File: src/ext_stack_pkg.sv
// shared constants, opcodes and carrier types of the extended stack instruction unit
package ext_stack_pkg;
  // =====================================================================
  // widths and timing
  localparam int ADDR_W = 12;
  localparam int PC_W = 21;
  localparam int PTR_N = 3;
  localparam logic [1:0] Q_LAST = 2'h3;
  localparam logic [1:0] Q_FIRST = 2'h0;
  localparam logic [1:0] Q_STEP = 2'h1;
  // =====================================================================
  // opcode fields
  localparam logic [15:0] OP_CALL_VIA_WORKING_REGISTER = 16'h0014;
  localparam logic [7:0] OP_MOVE_HI = 8'hEB;
  localparam logic [7:0] OP_SUB_HI = 8'hE9;
  localparam logic [7:0] OP_PUSH_HI = 8'hFA;
  localparam logic [3:0] WORD2_TAG = 4'hF;
  localparam int MOVE_SS_BIT = 7;
  localparam logic [1:0] SEL_RETURN = 2'h3;
  localparam logic [1:0] SEL_FRAME = 2'h2;
  localparam logic [PC_W-1:0] PC_STEP = 21'h000002;
  localparam logic [ADDR_W-1:0] PUSH_STEP = 12'h001;
  localparam logic [7:0] ZERO_BYTE = 8'h00;
  localparam logic [ADDR_W-1:0] PTR_RESET = 12'h000;
  // =====================================================================
  // indirect-access register windows, five addresses each (plain defaults)
  localparam logic [ADDR_W-1:0] IND_TOP0 = 12'hFEF;
  localparam logic [ADDR_W-1:0] IND_TOP1 = 12'hFE7;
  localparam logic [ADDR_W-1:0] IND_TOP2 = 12'hFDF;
  localparam logic [ADDR_W-1:0] IND_SPAN = 12'h004;
  // =====================================================================
  // carriers
  typedef logic [ADDR_W-1:0] addr_t;
  typedef struct packed {
    logic en;
    addr_t addr;
  } memRd_s;
  typedef struct packed {
    logic en;
    addr_t addr;
    logic [7:0] data;
  } memWr_s;
  typedef struct packed {
    logic load;
    logic [PC_W-1:0] value;
  } pcCtl_s;
  typedef struct packed {
    logic push;
    logic pop;
    logic [PC_W-1:0] value;
  } stackCtl_s;
endpackage

File: src/ext_stack_exec.sv
// decode and execute of the extended stack-frame instructions
`timescale 1ns/1ps
// Operation
// - call via working register pushes pc+2, loads pc from latches and w, nop cycle.
// - move-to-file source address is frame pointer plus 7-bit first-word offset.
// - move-to-file destination is the 12-bit absolute field of word two.
// - both move addresses reach the whole 4096-byte space, wrapping at 12 bits.
// - a source address on an indirect-access register yields zero data.
// - indexed-to-indexed with indirect destination writes nothing, acts as no-op.
// - indexed-to-indexed adds a separate 7-bit offset per word to frame pointer.
// - move opcode is 1110 1011, bit 7 picks indexed form; word two starts 1111.
// - push literal writes at frame pointer, then frame pointer decrements by one.
// - push literal is one word, one cycle, upper byte 1111 1010.
// - subtract 6-bit literal from selected pointer 0..2 in one cycle, opcode 1110 1001.
// - subtract-and-return lowers frame pointer then loads pc from stack top.
// - subtract-and-return takes two cycles, the second a no-op.
// - select value 11 means the return variant, acting on the frame pointer only.
// - all of this starts only while the extended-set enable is one; a move's second word is taken regardless.
module ext_stack_exec
  import ext_stack_pkg::*;
(
  input wire logic clk,
  input wire logic arst_n,
  input wire logic extendedSetEnable,
  input wire logic instrValid,
  input wire logic [15:0] instrWord,
  output logic instrTaken,
  output logic busy,
  input wire logic [7:0] workingRegister,
  input wire logic [7:0] pcHighLatch,
  input wire logic [4:0] pcUpperLatch,
  input wire logic [PC_W-1:0] pcCurrent,
  input wire logic [PC_W-1:0] returnStackTop,
  input wire logic ptrLoad,
  input wire logic [1:0] ptrLoadSel,
  input wire addr_t ptrLoadValue,
  output addr_t [PTR_N-1:0] indirectPointerReg,
  output memRd_s memRd,
  input wire logic [7:0] memRdData,
  output memWr_s memWr,
  output pcCtl_s pcCtl,
  output stackCtl_s stackCtl,
  output logic cycleStrobe,
  output logic statusWrite
);
  // =====================================================================
  // instruction cycle divider: four clocks per instruction cycle
  logic [1:0] qPhase_q, qPhase_d;
  always_comb
  begin
    qPhase_d = (qPhase_q == Q_LAST) ? Q_FIRST : qPhase_q + Q_STEP;
  end
  always_ff @(posedge clk or negedge arst_n)
  begin
    if (!arst_n)
      qPhase_q <= Q_FIRST;
    else
      qPhase_q <= qPhase_d;
  end
  assign cycleStrobe = (qPhase_q == Q_LAST);
  // =====================================================================
  // decode
  typedef enum logic [1:0] {IDLE, MOVE_WORD2, NOP_CYCLE} state_e;
  state_e state_q, state_d;
  logic isCallw, isMove, isPush, isSub, isReturn;
  always_comb
  begin
    isCallw = (instrWord == OP_CALL_VIA_WORKING_REGISTER);
    isMove = (instrWord[15:8] == OP_MOVE_HI);
    isPush = (instrWord[15:8] == OP_PUSH_HI);
    isSub = (instrWord[15:8] == OP_SUB_HI);
    isReturn = isSub && (instrWord[7:6] == SEL_RETURN);
  end
  // the unit only claims first words while the extended set is switched on; a move's second word is claimed regardless
  logic take, take2;
  assign take = cycleStrobe && instrValid && extendedSetEnable && (state_q == IDLE)
    && (isCallw || isMove || isPush || isSub);
  assign take2 = cycleStrobe && instrValid && (state_q == MOVE_WORD2);
  assign instrTaken = take || take2;
  assign busy = (state_q != IDLE);
  // no status path exists here at all
  assign statusWrite = 1'b0;
  // =====================================================================
  // address forming; 12-bit sums wrap so every address is reachable
  addr_t framePtr, srcAddr, destAddr;
  logic srcIndirect, destIndirect;
  logic moveIndexed_q, moveIndexed_d;
  assign framePtr = indirectPointerReg[SEL_FRAME];
  assign srcAddr = framePtr + {5'h00, instrWord[6:0]};
  always_comb
  begin
    if (moveIndexed_q)
      destAddr = framePtr + {5'h00, instrWord[6:0]};
    else
      destAddr = instrWord[ADDR_W-1:0];
  end
  indirect_detect srcDetect (.addr(memRd.addr), .hit(srcIndirect));
  indirect_detect destDetect (.addr(destAddr), .hit(destIndirect));
  // =====================================================================
  // sequence, pointers and outputs: next values
  addr_t [PTR_N-1:0] ptr_d;
  memRd_s memRd_d;
  memWr_s memWr_d;
  pcCtl_s pcCtl_d;
  stackCtl_s stackCtl_d;
  logic [7:0] srcData_q, srcData_d;
  logic rdPending_q, rdPending_d;
  always_comb
  begin
    state_d = state_q;
    ptr_d = indirectPointerReg;
    moveIndexed_d = moveIndexed_q;
    memRd_d = '{en: 1'b0, addr: memRd.addr};
    memWr_d = '{en: 1'b0, addr: memWr.addr, data: memWr.data};
    pcCtl_d = '{load: 1'b0, value: pcCtl.value};
    stackCtl_d = '{push: 1'b0, pop: 1'b0, value: stackCtl.value};
    srcData_d = srcData_q;
    rdPending_d = memRd.en;
    // read data lands one clock after the strobe; indirect sources read as zero
    if (rdPending_q)
      srcData_d = srcIndirect ? ZERO_BYTE : memRdData;
    if (ptrLoad)
      ptr_d[ptrLoadSel] = ptrLoadValue;
    case (state_q)
      IDLE:
      begin
        if (take)
        begin
          if (isCallw)
          begin
            stackCtl_d.push = 1'b1;
            stackCtl_d.value = pcCurrent + PC_STEP;
            pcCtl_d.load = 1'b1;
            pcCtl_d.value = {pcUpperLatch, pcHighLatch, workingRegister};
            state_d = NOP_CYCLE;
          end
          else if (isMove)
          begin
            memRd_d = '{en: 1'b1, addr: srcAddr};
            moveIndexed_d = instrWord[MOVE_SS_BIT];
            state_d = MOVE_WORD2;
          end
          else if (isPush)
          begin
            memWr_d = '{en: 1'b1, addr: framePtr, data: instrWord[7:0]};
            ptr_d[SEL_FRAME] = framePtr - PUSH_STEP;
          end
          else if (isReturn)
          begin
            ptr_d[SEL_FRAME] = framePtr - {6'h00, instrWord[5:0]};
            stackCtl_d.pop = 1'b1;
            pcCtl_d = '{load: 1'b1, value: returnStackTop};
            state_d = NOP_CYCLE;
          end
          else
          begin
            // write wins over a core pointer load landing in the same cycle
            ptr_d[instrWord[7:6]] = indirectPointerReg[instrWord[7:6]]
              - {6'h00, instrWord[5:0]};
          end
        end
      end
      MOVE_WORD2:
      begin
        if (take2)
        begin
          // a malformed second word or indirect indexed target stores nothing
          if (instrWord[15:12] == WORD2_TAG && !(moveIndexed_q && destIndirect))
            memWr_d = '{en: 1'b1, addr: destAddr, data: srcData_q};
          state_d = IDLE;
        end
      end
      NOP_CYCLE:
      begin
        // the fetched word of this cycle is discarded by the core
        if (cycleStrobe)
          state_d = IDLE;
      end
      default:
        state_d = IDLE;
    endcase
  end
  // =====================================================================
  // registers
  always_ff @(posedge clk or negedge arst_n)
  begin
    if (!arst_n)
    begin
      state_q <= IDLE;
      indirectPointerReg <= {PTR_N{PTR_RESET}};
      moveIndexed_q <= 1'b0;
      memRd <= '0;
      memWr <= '0;
      pcCtl <= '0;
      stackCtl <= '0;
      srcData_q <= ZERO_BYTE;
      rdPending_q <= 1'b0;
    end
    else
    begin
      state_q <= state_d;
      indirectPointerReg <= ptr_d;
      moveIndexed_q <= moveIndexed_d;
      memRd <= memRd_d;
      memWr <= memWr_d;
      pcCtl <= pcCtl_d;
      stackCtl <= stackCtl_d;
      srcData_q <= srcData_d;
      rdPending_q <= rdPending_d;
    end
  end
endmodule // ext_stack_exec

File: src/indirect_detect.sv
// flags a data address that falls on an indirect-access register
`timescale 1ns/1ps
module indirect_detect
  import ext_stack_pkg::*;
#(
  parameter addr_t TOP0 = IND_TOP0,
  parameter addr_t TOP1 = IND_TOP1,
  parameter addr_t TOP2 = IND_TOP2
)
(
  input wire addr_t addr,
  output logic hit
);
  // each window spans TOPn-IND_SPAN .. TOPn
  always_comb
  begin
    hit = ((addr <= TOP0) && (addr >= TOP0 - IND_SPAN))
       || ((addr <= TOP1) && (addr >= TOP1 - IND_SPAN))
       || ((addr <= TOP2) && (addr >= TOP2 - IND_SPAN));
  end
endmodule // indirect_detect

File: config.mk
export PLATFORM = sky130hd
export DESIGN_NAME = ext_stack_exec
export DESIGN_NICKNAME = d
export VERILOG_FILES = /design/src/ext_stack_pkg.sv /design/src/ext_stack_exec.sv /design/src/indirect_detect.sv
export SDC_FILE = /design/constraint.sdc
export NUM_CORES = 1
export LEC_CHECK = 0
export BUFFER_PORTS_ARGS = -buffer_cell sky130_fd_sc_hd__buf_2
export CAP_MARGIN = 20
export CORE_MARGIN = 2
export CORE_UTILIZATION = 57
export DETAILED_ROUTE_END_ITERATION = 6
export PLACE_DENSITY = 0.86
export SLEW_MARGIN = 10
export SYNTH_ARGS = -nofsm -noshare
export SYNTH_HDL_FRONTEND = slang
export SYNTH_SLANG_ARGS = --single-unit
File: constraint.sdc
create_clock -name clk -period 7.85 [get_ports clk]
set_input_delay 0 -clock clk [delete_from_list [all_inputs] [get_ports clk]]
set_output_delay 0 -clock clk [all_outputs]
set_load 0.01 [all_outputs]
After elaboration in Yosys (flattened, before gate mapping)
Cells that the tools add are included.
{ "op_classes": {"add_sub_neg": 6, "order_cmp": 16, "eq_ne": 20, "mux": 53, "bitwise": 1, "n_reduce_logical": 34} }
{ "ops": {"columns": ["op", "n"], "rows": [
  ["$mux 36", 5],
  ["$mux 21", 7],
  ["$mux 22", 6],
  ["$bwmux 36", 2],
  ["$ge 12x12->1 const B", 6],
  ["$le 12x12->1 const B", 6],
  ["$mux 12", 6],
  ["$mux 13", 4],
  ["$demux 12 s2", 2],
  ["$mux 24", 2],
  ["$mux 23", 2],
  ["$pmux 21 s2", 1],
  ["$bmux 12 s2", 1],
  ["$eq 8x8->1 const B", 3],
  ["$sub 12x6->12", 2],
  ["$add 21x2->21 const B", 1],
  ["$eq 16x5->1 const B", 1],
  ["$logic_and 1x1->1", 16],
  ["$mux 2", 8],
  ["$ne 2x2->1 const B", 8],
  ["$add 12x7->12", 1],
  ["$sub 12x1->12 const B", 1],
  ["$reduce_and 5->1", 2],
  ["$logic_or 1x1->1", 8],
  ["18 further kinds", 29]
]} }
{ "word_totals": {"regBits": 129, "inputBits": 106} }

Depth between registers and ports, before layout
Gate-level depths: netlist of the first run.
{ "depth": {"word_depth": 13, "ltp_mapped": 17} }

By module
From an unflattened synthesis of the first run, not the netlist that was laid out.
{ "hier_totals": {"hier_cells": 916, "area_unflattened_um2": 8266.7} }
{ "by_module_without_submodules": {"columns": ["mod", "instances", "cells_each", "area_per_inst_um2"], "rows": [
  ["ext_stack_exec", 1, 904, 8179.1],
  ["indirect_detect", 2, 6, 43.8]
]} }

Least setup slack after synthesis of the first run
OpenSTA, ideal clock, no wires.
{ "synth_timing": {"path_type": "input to register", "from": "in instrWord[6]", "to": "reg indirectPointerReg, in the netlist framePtr[11]", "setup_time_ps": 121, "arrival_ps": 3230, "required_ps": 7729, "slack_ps": 4499, "stages": 17, "cell_sequence": "clkbuf_1 > clkbuf_1 > buf_1 > mux2i_1 > nor2_1 > a21oi_1 > inv_1 > ha_1 > nor2b_1 > o21a_1 > o21ai_0 > a21oi_1 > nor3_1 > nor3b_1 > xor2_1 > a21oi_1 > nor2_1"} }
{ "synth_lines": {"columns": ["element", "line_no", "rtl"], "rows": [
  ["start: declaration", "ext_stack_exec.sv:26", "input wire logic [15:0] instrWord,"],
  ["end signal: assignment", "ext_stack_exec.sv:190", "indirectPointerReg <= {PTR_N{PTR_RESET}};"],
  ["end signal: assignment", "ext_stack_exec.sv:202", "indirectPointerReg <= ptr_d;"],
  ["end: declaration", "ext_stack_exec.sv:37", "output addr_t [PTR_N-1:0] indirectPointerReg,"]
]} }

Worst setup path after layout of the first run
{ "layout_timing": {"from": "reg indirectPointerReg, in the netlist framePtr[0]", "to": "reg memWr[18] (netlist bit)"} }
{ "layout_between": {"elab_chain_cells": 11, "word_cells_on_any_way": 21} }
{ "layout_lines": {"columns": ["element", "line_no", "rtl"], "rows": [
  ["$add 12x7->12 (*)", "ext_stack_exec.sv:93", "destAddr = framePtr + {5'h00, instrWord[6:0]};"],
  ["$mux 12 (*)", "ext_stack_exec.sv:92", "if (moveIndexed_q)"],
  ["$le 12x12->1, or another cell as far along", "indirect_detect.sv:17", "hit = ((addr <= TOP0) && (addr >= TOP0 - IND_SPAN))"],
  ["$logic_and 1x1->1 (on tied branches)", "indirect_detect.sv:17, indirect_detect.sv:18", null],
  ["$logic_or 1x1->1", "indirect_detect.sv:18", "|| ((addr <= TOP1) && (addr >= TOP1 - IND_SPAN))"],
  ["$logic_or 1x1->1", "indirect_detect.sv:19", "|| ((addr <= TOP2) && (addr >= TOP2 - IND_SPAN));"],
  ["$logic_and 1x1->1", "ext_stack_exec.sv:168", "if (instrWord[15:12] == WORD2_TAG && !(moveIndexed_q && destIndirect))"],
  ["$logic_not 1->1", "ext_stack_exec.sv:168", null],
  ["$logic_and 1x1->1", "ext_stack_exec.sv:168", null],
  ["$ne 2x1->1 (no line)", null, null],
  ["$reduce_and 7->1 (no line)", null, null],
  ["end signal: assignment", "ext_stack_exec.sv:205", "memWr <= memWr_d;"],
  ["end: declaration", "ext_stack_exec.sv:40", "output memWr_s memWr,"]
]} }
Mark *: on every way between the ends. The rest lies on a longest branch, timed or not. The select of a mux whose other input is x is not followed.
A chain may end at the register's enable or synchronous reset.

==> metrics.yaml, run 1 <==
status:
  status: "completed"
flow_run:
  max_cap_viol_count: 0
grt:
  grt_usage_pct: 34.3
  grt_use_met3_pct: 8.52
  grt_antenna_before_repair: 0
  grt_max_degree: 70
  grt_pass1_wl_um: 39600
  first_global_vias: 7860
  global_route.peak_usage_layer: "met2"
  met1_usage_pct: 44.9
  met2_usage_pct: 53.1
  gr-total-overflow: 0
setup_path:
  crit_type: "reg -> reg"
  slowest_stage: "a21boi_2"
  cp_cell_sequence: "ha_1 -> fa_1 -> nand2b_4 -> a21oi_2 -> or3_4 -> a31oi_4 -> a211o_1 -> a211oi_2 -> a21boi_2 -> nor2_4 -> inv_2 -> o221ai_1"
  path_buf_inv: 1
  slowest_delay_ps: 650
  crit_path_max_fanout: 16
  critPathArrivalTime_ps: 3770
  cp_data_required_time_ps: 8120
  cp-end-kind: "flip-flop"
  path_delay_family: "compound AO/OA/AOI/OAI gates"
  startpoint_type: "flip-flop"
routing:
  wire_per_inst_um: 18.7
  avgViaCountPerCell: 5.98
  ant_nets: 0
  firstDrtPassIters: 6
  drcViolationCount: 0
  drtIter0Drc: 940
  drt_wl_total_um: 25500
  vias: 8127
placement:
  hpwl_um: 16300
  io_buffers: 223
  gp_congestion: 0.904
sta:
  fmax_mhz: 286
  clock_skew_ps: 7.76
  setup_viol: 0
  hold_violations: 0
  fin_crit_ps: 3500
  max-slew-margin-rel_pct: 25.7
  tightest_slew_ps: 1110
  setup_tns_ps: 0
  slew_viol_final: 0
  min_period_over_period_pct: 44.6
  holdWs_ps: 30.0
  rsz0062_at_grt: "false"
synthesis:
  syn_area_um2: 7930
  yosysWarnings: 0
  syn-mean-instance-area_um2: 8.93
  synth_xor_area_share_pct: 5.63
  ys_seq_area_share_pct: 40.7
  synthAdderAreaFrac_pct: 4.39
  synth_compound_area_share_pct: 19.8
  async_reset_ff_share_pct: 100
  synthFlopType: "dfrtp_1"
  synthCells: 888
  synthMuxAreaShare_pct: 7.75
  synth_top_family_by_area: "compound AO/OA/AOI/OAI gates"
  synth_seq_cells: 129
  synth_edf_count: 0
  syn-num-nets: 1020
  synth_cell_type_count: 73
  synthSimpleGateAreaFrac_pct: 16.5
cells_and_area:
  drive_gt1_share_pct: 25.9
  fillers: 947
  mostFrequentLayoutCell: "buf_2"
  final_cell_mix: "buf_2, dfrtp_1, nand2_1"
  syn_to_final_growth_pct: 32.4
  num-nets-final: 1298
cts:
  h-tree-depth: 4
  clk_pin_slew_ps: 60
  cts_tree: "built"
  cts_root_buf: "clkbuf_16"
  clock_path_buffers: 2
  cts_sinks: 129
  post_cts_resized: 0
  cts_buffers: 17
  clock_latency_ps: 420
power:
  power_switching_mw: 0.625
  p_per_area_nw_per_um2: 191
  seq_power_share_pct: 37.8
  switching_share_pct: 31.1
  pwr-share-comb_pct: 24.7
  p_leak_nw: 5.09
  power_frac_clock_pct: 37.5
  p_int_mw: 1.38
  ir_drop_v: 0.000164
floorplan:
  start_util_pct: 57.8
  core_area_um2: 13700
  die-area_um2: 14900
  num_rows: 43
  die_height_um: 122
  io_pins: 225
  die_w_um: 122
hold_path:
  hold_path.class: "in -> reg"
## Yosys cell counts, types with 7 or more instances
library cell	n	area share, %
a21oi_1	34	2.1
a221o_1	7	0.88
a22oi_1	31	2.9
and3_1	12	0.95
clkbuf_1	43	2.0
dfrtp_1	129	41
ha_1	23	3.6
inv_1	42	2.0
mux2_2	27	3.8
mux2i_1	31	3.9
nand2_1	124	5.9
nand3_1	8	0.50
nor2_1	66	3.1
nor2b_1	13	1.0
nor3_1	17	1.1
o21ai_0	92	5.8
o21ai_1	8	0.50
o221ai_1	9	0.99
o22ai_1	10	0.79
xnor2_1	28	3.1
xor2_1	23	2.5
## power by group through the flow
stage          Combinational (mW)  Sequential [mW]  Clock, mW
2_1_floorplan               0.307            0.757          0
3_3_place_gp                0.443            0.767          0
3_5_place_dp                0.454            0.768          0
4_1_cts                     0.485            0.757      0.758
5_1_grt                     0.543            0.764      0.792
6_report                    0.496            0.760      0.754
## what timing repair did
action | CTS | global route
buffers inserted | 0 | 0
hold endpoints to repair | 138 | 0
hold buffers | 87 | 0
## worst register-to-register path, stage by stage, from the launching register on
cell      delay [ps]
dfrtp_1          480
ha_1             250
fa_1             440
nand2b_4         120
a21oi_2           60
or3_4            350
a31oi_4          210
a211o_1          140
a211oi_2          80
a21boi_2         650
nor2_4           130
inv_2            250
o221ai_1         180
## path summary, 6_finish.rpt
| kind | start | end | slack, ps | depth (start not counted) |
|---|---|---|---|---|
| max | framePtr[0] | memWr[18] | 4350 | 12 |
| min | instrWord[2] | memWr[10] | 30 | 3 |
| max reg2reg | framePtr[0] | memWr[18] | 4350 | 12 |
| min reg2reg | rdPending_d | rdPending_q | 390 | 0 |
| max in group asynchronous | arst_n | indirectPointerReg[11] | 6290 | 3 |
| min in group asynchronous | arst_n | pcCtl[10] | 180 | 2 |
## state kept, by name (all words and copies together), names as in the netlist
name,count
framePtr,12
indirectPointerReg,24
memRd,12
memWr,21
moveIndexed_q,1
pcCtl,22
qPhase_q,2
rdPending_d,1
rdPending_q,1
srcData_q,8
stackCtl,23
state_q,2
## per-layer routing
layer | share of wire, % | wire (um)
met3 | 8.3 | 2120
met2 | 47 | 11900
met4 | 4.4 | 1120
met5 | 0 | 0
met1 | 40 | 10300
## per-stage QoR
step / setup WS [ps] / total power [mW] / util, % / instance area (um^2) / instances
finish: 4350 / 2.01 / 76.5 / 10500 / 1359
global route: 4170 / 2.10 / 76.5 / 10500 / 1358
CTS: 4390 / 2.00 / 76.5 / 10500 / 1358
detailed placement: 4240 / 1.22 / 66.1 / 9070 / 1240
global placement: 4400 / 1.21 / 66.1 / 9070 / 1240
floorplan: 4500 / 1.06 / - / 7930 / 888
## final cells by class
class,instances,area [um^2],area share (%)
timing repair buffer,316,2030,19.4
multi-input combinational,659,4290,40.9
tap,180,225,2.15
inverter,43,161,1.54
clock inverter,11,116,1.11
sequential,129,3230,30.7
antenna,1,2.50,0.0238
clock buffer,20,437,4.16
## cells by family after synthesis
family,count (synthesis)
DFF,129
buffers and inverters,100
muxes,58
other,1
adders and majority gates,26
AOI/OAI and AO/OA,241
xor gates and xnor gates,51
and+or+nand+nor,282
(Power assumes the default switching activity.)
==> run 2: changes to the inputs <==
--- a/config.mk
+++ b/config.mk
@@ -8,9 +8,9 @@
 export BUFFER_PORTS_ARGS = -buffer_cell sky130_fd_sc_hd__buf_2
 export CAP_MARGIN = 20
 export CORE_MARGIN = 2
-export CORE_UTILIZATION = 57
+export CORE_UTILIZATION = 53
 export DETAILED_ROUTE_END_ITERATION = 6
-export PLACE_DENSITY = 0.86
+export PLACE_DENSITY = 0.81
 export SLEW_MARGIN = 10
 export SYNTH_ARGS = -nofsm -noshare
 export SYNTH_HDL_FRONTEND = slang
==> constraint.sdc (replaced) <==
create_clock -name clk -period 3.7 [get_ports clk]
set_input_delay 0 -clock clk [delete_from_list [all_inputs] [get_ports clk]]
set_output_delay 0 -clock clk [all_outputs]
set_load 0.01 [all_outputs]
==> metrics.yaml, run 2 (synthesis gave the netlist of run 1 again) <==
status:
  status: "completed"
grt:
  grt_max_degree: 78
  gr-total-overflow: 0
  grt_antenna_before_repair: 0
  grt_usage_pct: 31.4
  first_global_vias: 7835
  grt_pass1_wl_um: 40100
placement:
  io_buffers: 223
  hpwl_um: 17100
  dp.cells: 1255
  gp_congestion: 0.916
  dpl-instance-area_um2: 9160
routing:
  drtIter0Drc: 997
  drcViolationCount: 0
  avgViaCountPerCell: 5.85
  drt_wl_total_um: 25100
  vias: 8045
  wire_per_inst_um: 18.3
  ant_nets: 0
  firstDrtPassIters: 6
floorplan:
  die_height_um: 126
  num_rows: 44
  die-area_um2: 16000
  io_pins: 225
  die_w_um: 126
  core_area_um2: 14600
  start_util_pct: 54.4
setup_path:
  critPathArrivalTime_ps: 3800
  cp-end-kind: "flip-flop"
  reg2reg_to: "memWr[17]"
  r2r_cells: 12
  r2r_slack_ps: 170
  crit_type: "reg -> reg"
  startpoint_type: "flip-flop"
  r2r-start: "framePtr[0]"
  crit_path_max_fanout: 16
  cp_data_required_time_ps: 3970
power:
  ir_drop_v: 0.000413
  power_frac_clock_pct: 39.6
  p_per_area_nw_per_um2: 414
  p_int_mw: 3.08
  pwr-share-comb_pct: 24.4
  seq_power_share_pct: 36.0
  p_leak_nw: 5.18
  switching_share_pct: 30.3
  power_switching_mw: 1.34
cts:
  postCtsHoldBufs: 88
  post-cts-setup-buffers: 0
  clock_path_buffers: 2
  clk_pin_slew_ps: 60
  cts_buffers: 17
  cts_sinks: 129
  h-tree-depth: 4
  clock_latency_ps: 410
  cts_root_buf: "clkbuf_16"
  cts_tree: "built"
  post_cts_resized: 0
sta:
  setup_tns_ps: 0
  hold_violations: 0
  rsz0062_at_grt: "false"
  clock_skew_ps: 9.42
  min_period_over_period_pct: 95.3
  fin_crit_ps: 3530
  tightest_slew_ps: 978
  slew_viol_final: 0
  setup_viol: 0
  fmax_mhz: 284
  max-slew-margin-rel_pct: 34.8
  holdWs_ps: 59.9
cells_and_area:
  regMostFlops: "indirectPointerReg"
  fillers: 1069
  drive_gt1_share_pct: 26.9
  diodes: 0
  final_cell_mix: "buf_2, dfrtp_1, nand2_1"
  reg_top3: "indirectPointerReg (24), stackCtl (23), pcCtl (22)"
  syn_to_final_growth_pct: 34.6
  mostFrequentLayoutCell: "buf_2"
  largest_reg_flops: 24
  finalInstanceArea_um2: 10700
  num-nets-final: 1311
  final_cells: 1376
flow_run:
  max_cap_viol_count: 0
hold_path:
  min-delay-start: "instrWord[2]"
  hold_depth: 3
  hold_path.class: "in -> reg"
  hold_path_end: "memWr[10]"
run 2: cell count changes in the layout (fill, tap and decap cells not counted):
| cell | before | now |
|---|---|---|
| clkinvlp_4 | 3 | 4 |
| buf_4 | 7 | 19 |
| clkinv_4 | 1 | 2 |
| bufinv_16 | 2 | 3 |
| clkinv_2 | 5 | 2 |
| diode_2 | 1 | 0 |
| inv_6 | 0 | 1 |
| clkbuf_1 | 3 | 0 |
| dlygate4sd3_1 | 87 | 88 |
| clkbuf_8 | 0 | 3 |
run 2: metrics by stage:
stage | power [mW] | util (%) | setup slack [ps]
4_1_cts | 4.41 | 73.1 | 226
6_report | 4.42 | 73.1 | 174
2_1_floorplan | 2.26 | - | 349
5_1_grt | 4.63 | 73.1 | 11.4
3_3_place_gp | 2.57 | 62.8 | 298
3_5_place_dp | 2.60 | 62.8 | 241
run 2: routing by layer:
| layer | up-vias | track usage (%) | wire [um] |
|---|---|---|---|
| li1 | 3700 | - | - |
| met1 | 3786 | 42.6 | 10500 |
| met2 | 463 | 49.1 | 11400 |
| met3 | 96 | 6.79 | 2050 |
| met4 | 0 | 13.6 | 1150 |
| met5 | - | 0 | 0 |
run 2: power groups by stage:
stage	clock network, mW	registers (mW)	logic, mW
after floorplan	0	1.61	0.651
after global placement	0	1.61	0.964
after detailed placement	0	1.61	0.986
after CTS	1.77	1.59	1.05
after global routing	1.84	1.61	1.18
final	1.75	1.59	1.08
run 2: cell type report:
class / instances / area, um^2 / area share, %
multi-input cells: 659 / 4290 / 40.2
flip-flops and latches: 129 / 3230 / 30.2
repair buffers: 329 / 2130 / 20.0
clock buffers: 20 / 467 / 4.37
well taps: 184 / 230 / 2.16
inverters: 43 / 161 / 1.51
clock inverters: 12 / 156 / 1.47
run 2: worst max path at each step:
stage	from	slack (ps)	endpoint	depth (start not counted)
3_5_place_dp	framePtr[0]	240	memWr[10]	12
5_1_grt	framePtr[1]	10	memWr[17]	11
3_3_place_gp	framePtr[0]	300	memWr[19]	12
4_1_cts	framePtr[0]	230	memWr[17]	12
2_1_floorplan	instrWord[6]	350	framePtr[11]	17
6_report	framePtr[0]	170	memWr[17]	12
run 2: worst max-delay path, stage by stage, from the launching register on:
cell and delay (ps):
dfrtp_1 460, ha_1 240, fa_1 440, nand2b_4 120, a21oi_2 60, or3_4 350
a31oi_4 210, a211o_1 140, a211oi_2 80, a21boi_2 670, nor2_4 150, inv_2 270
o221ai_1 180
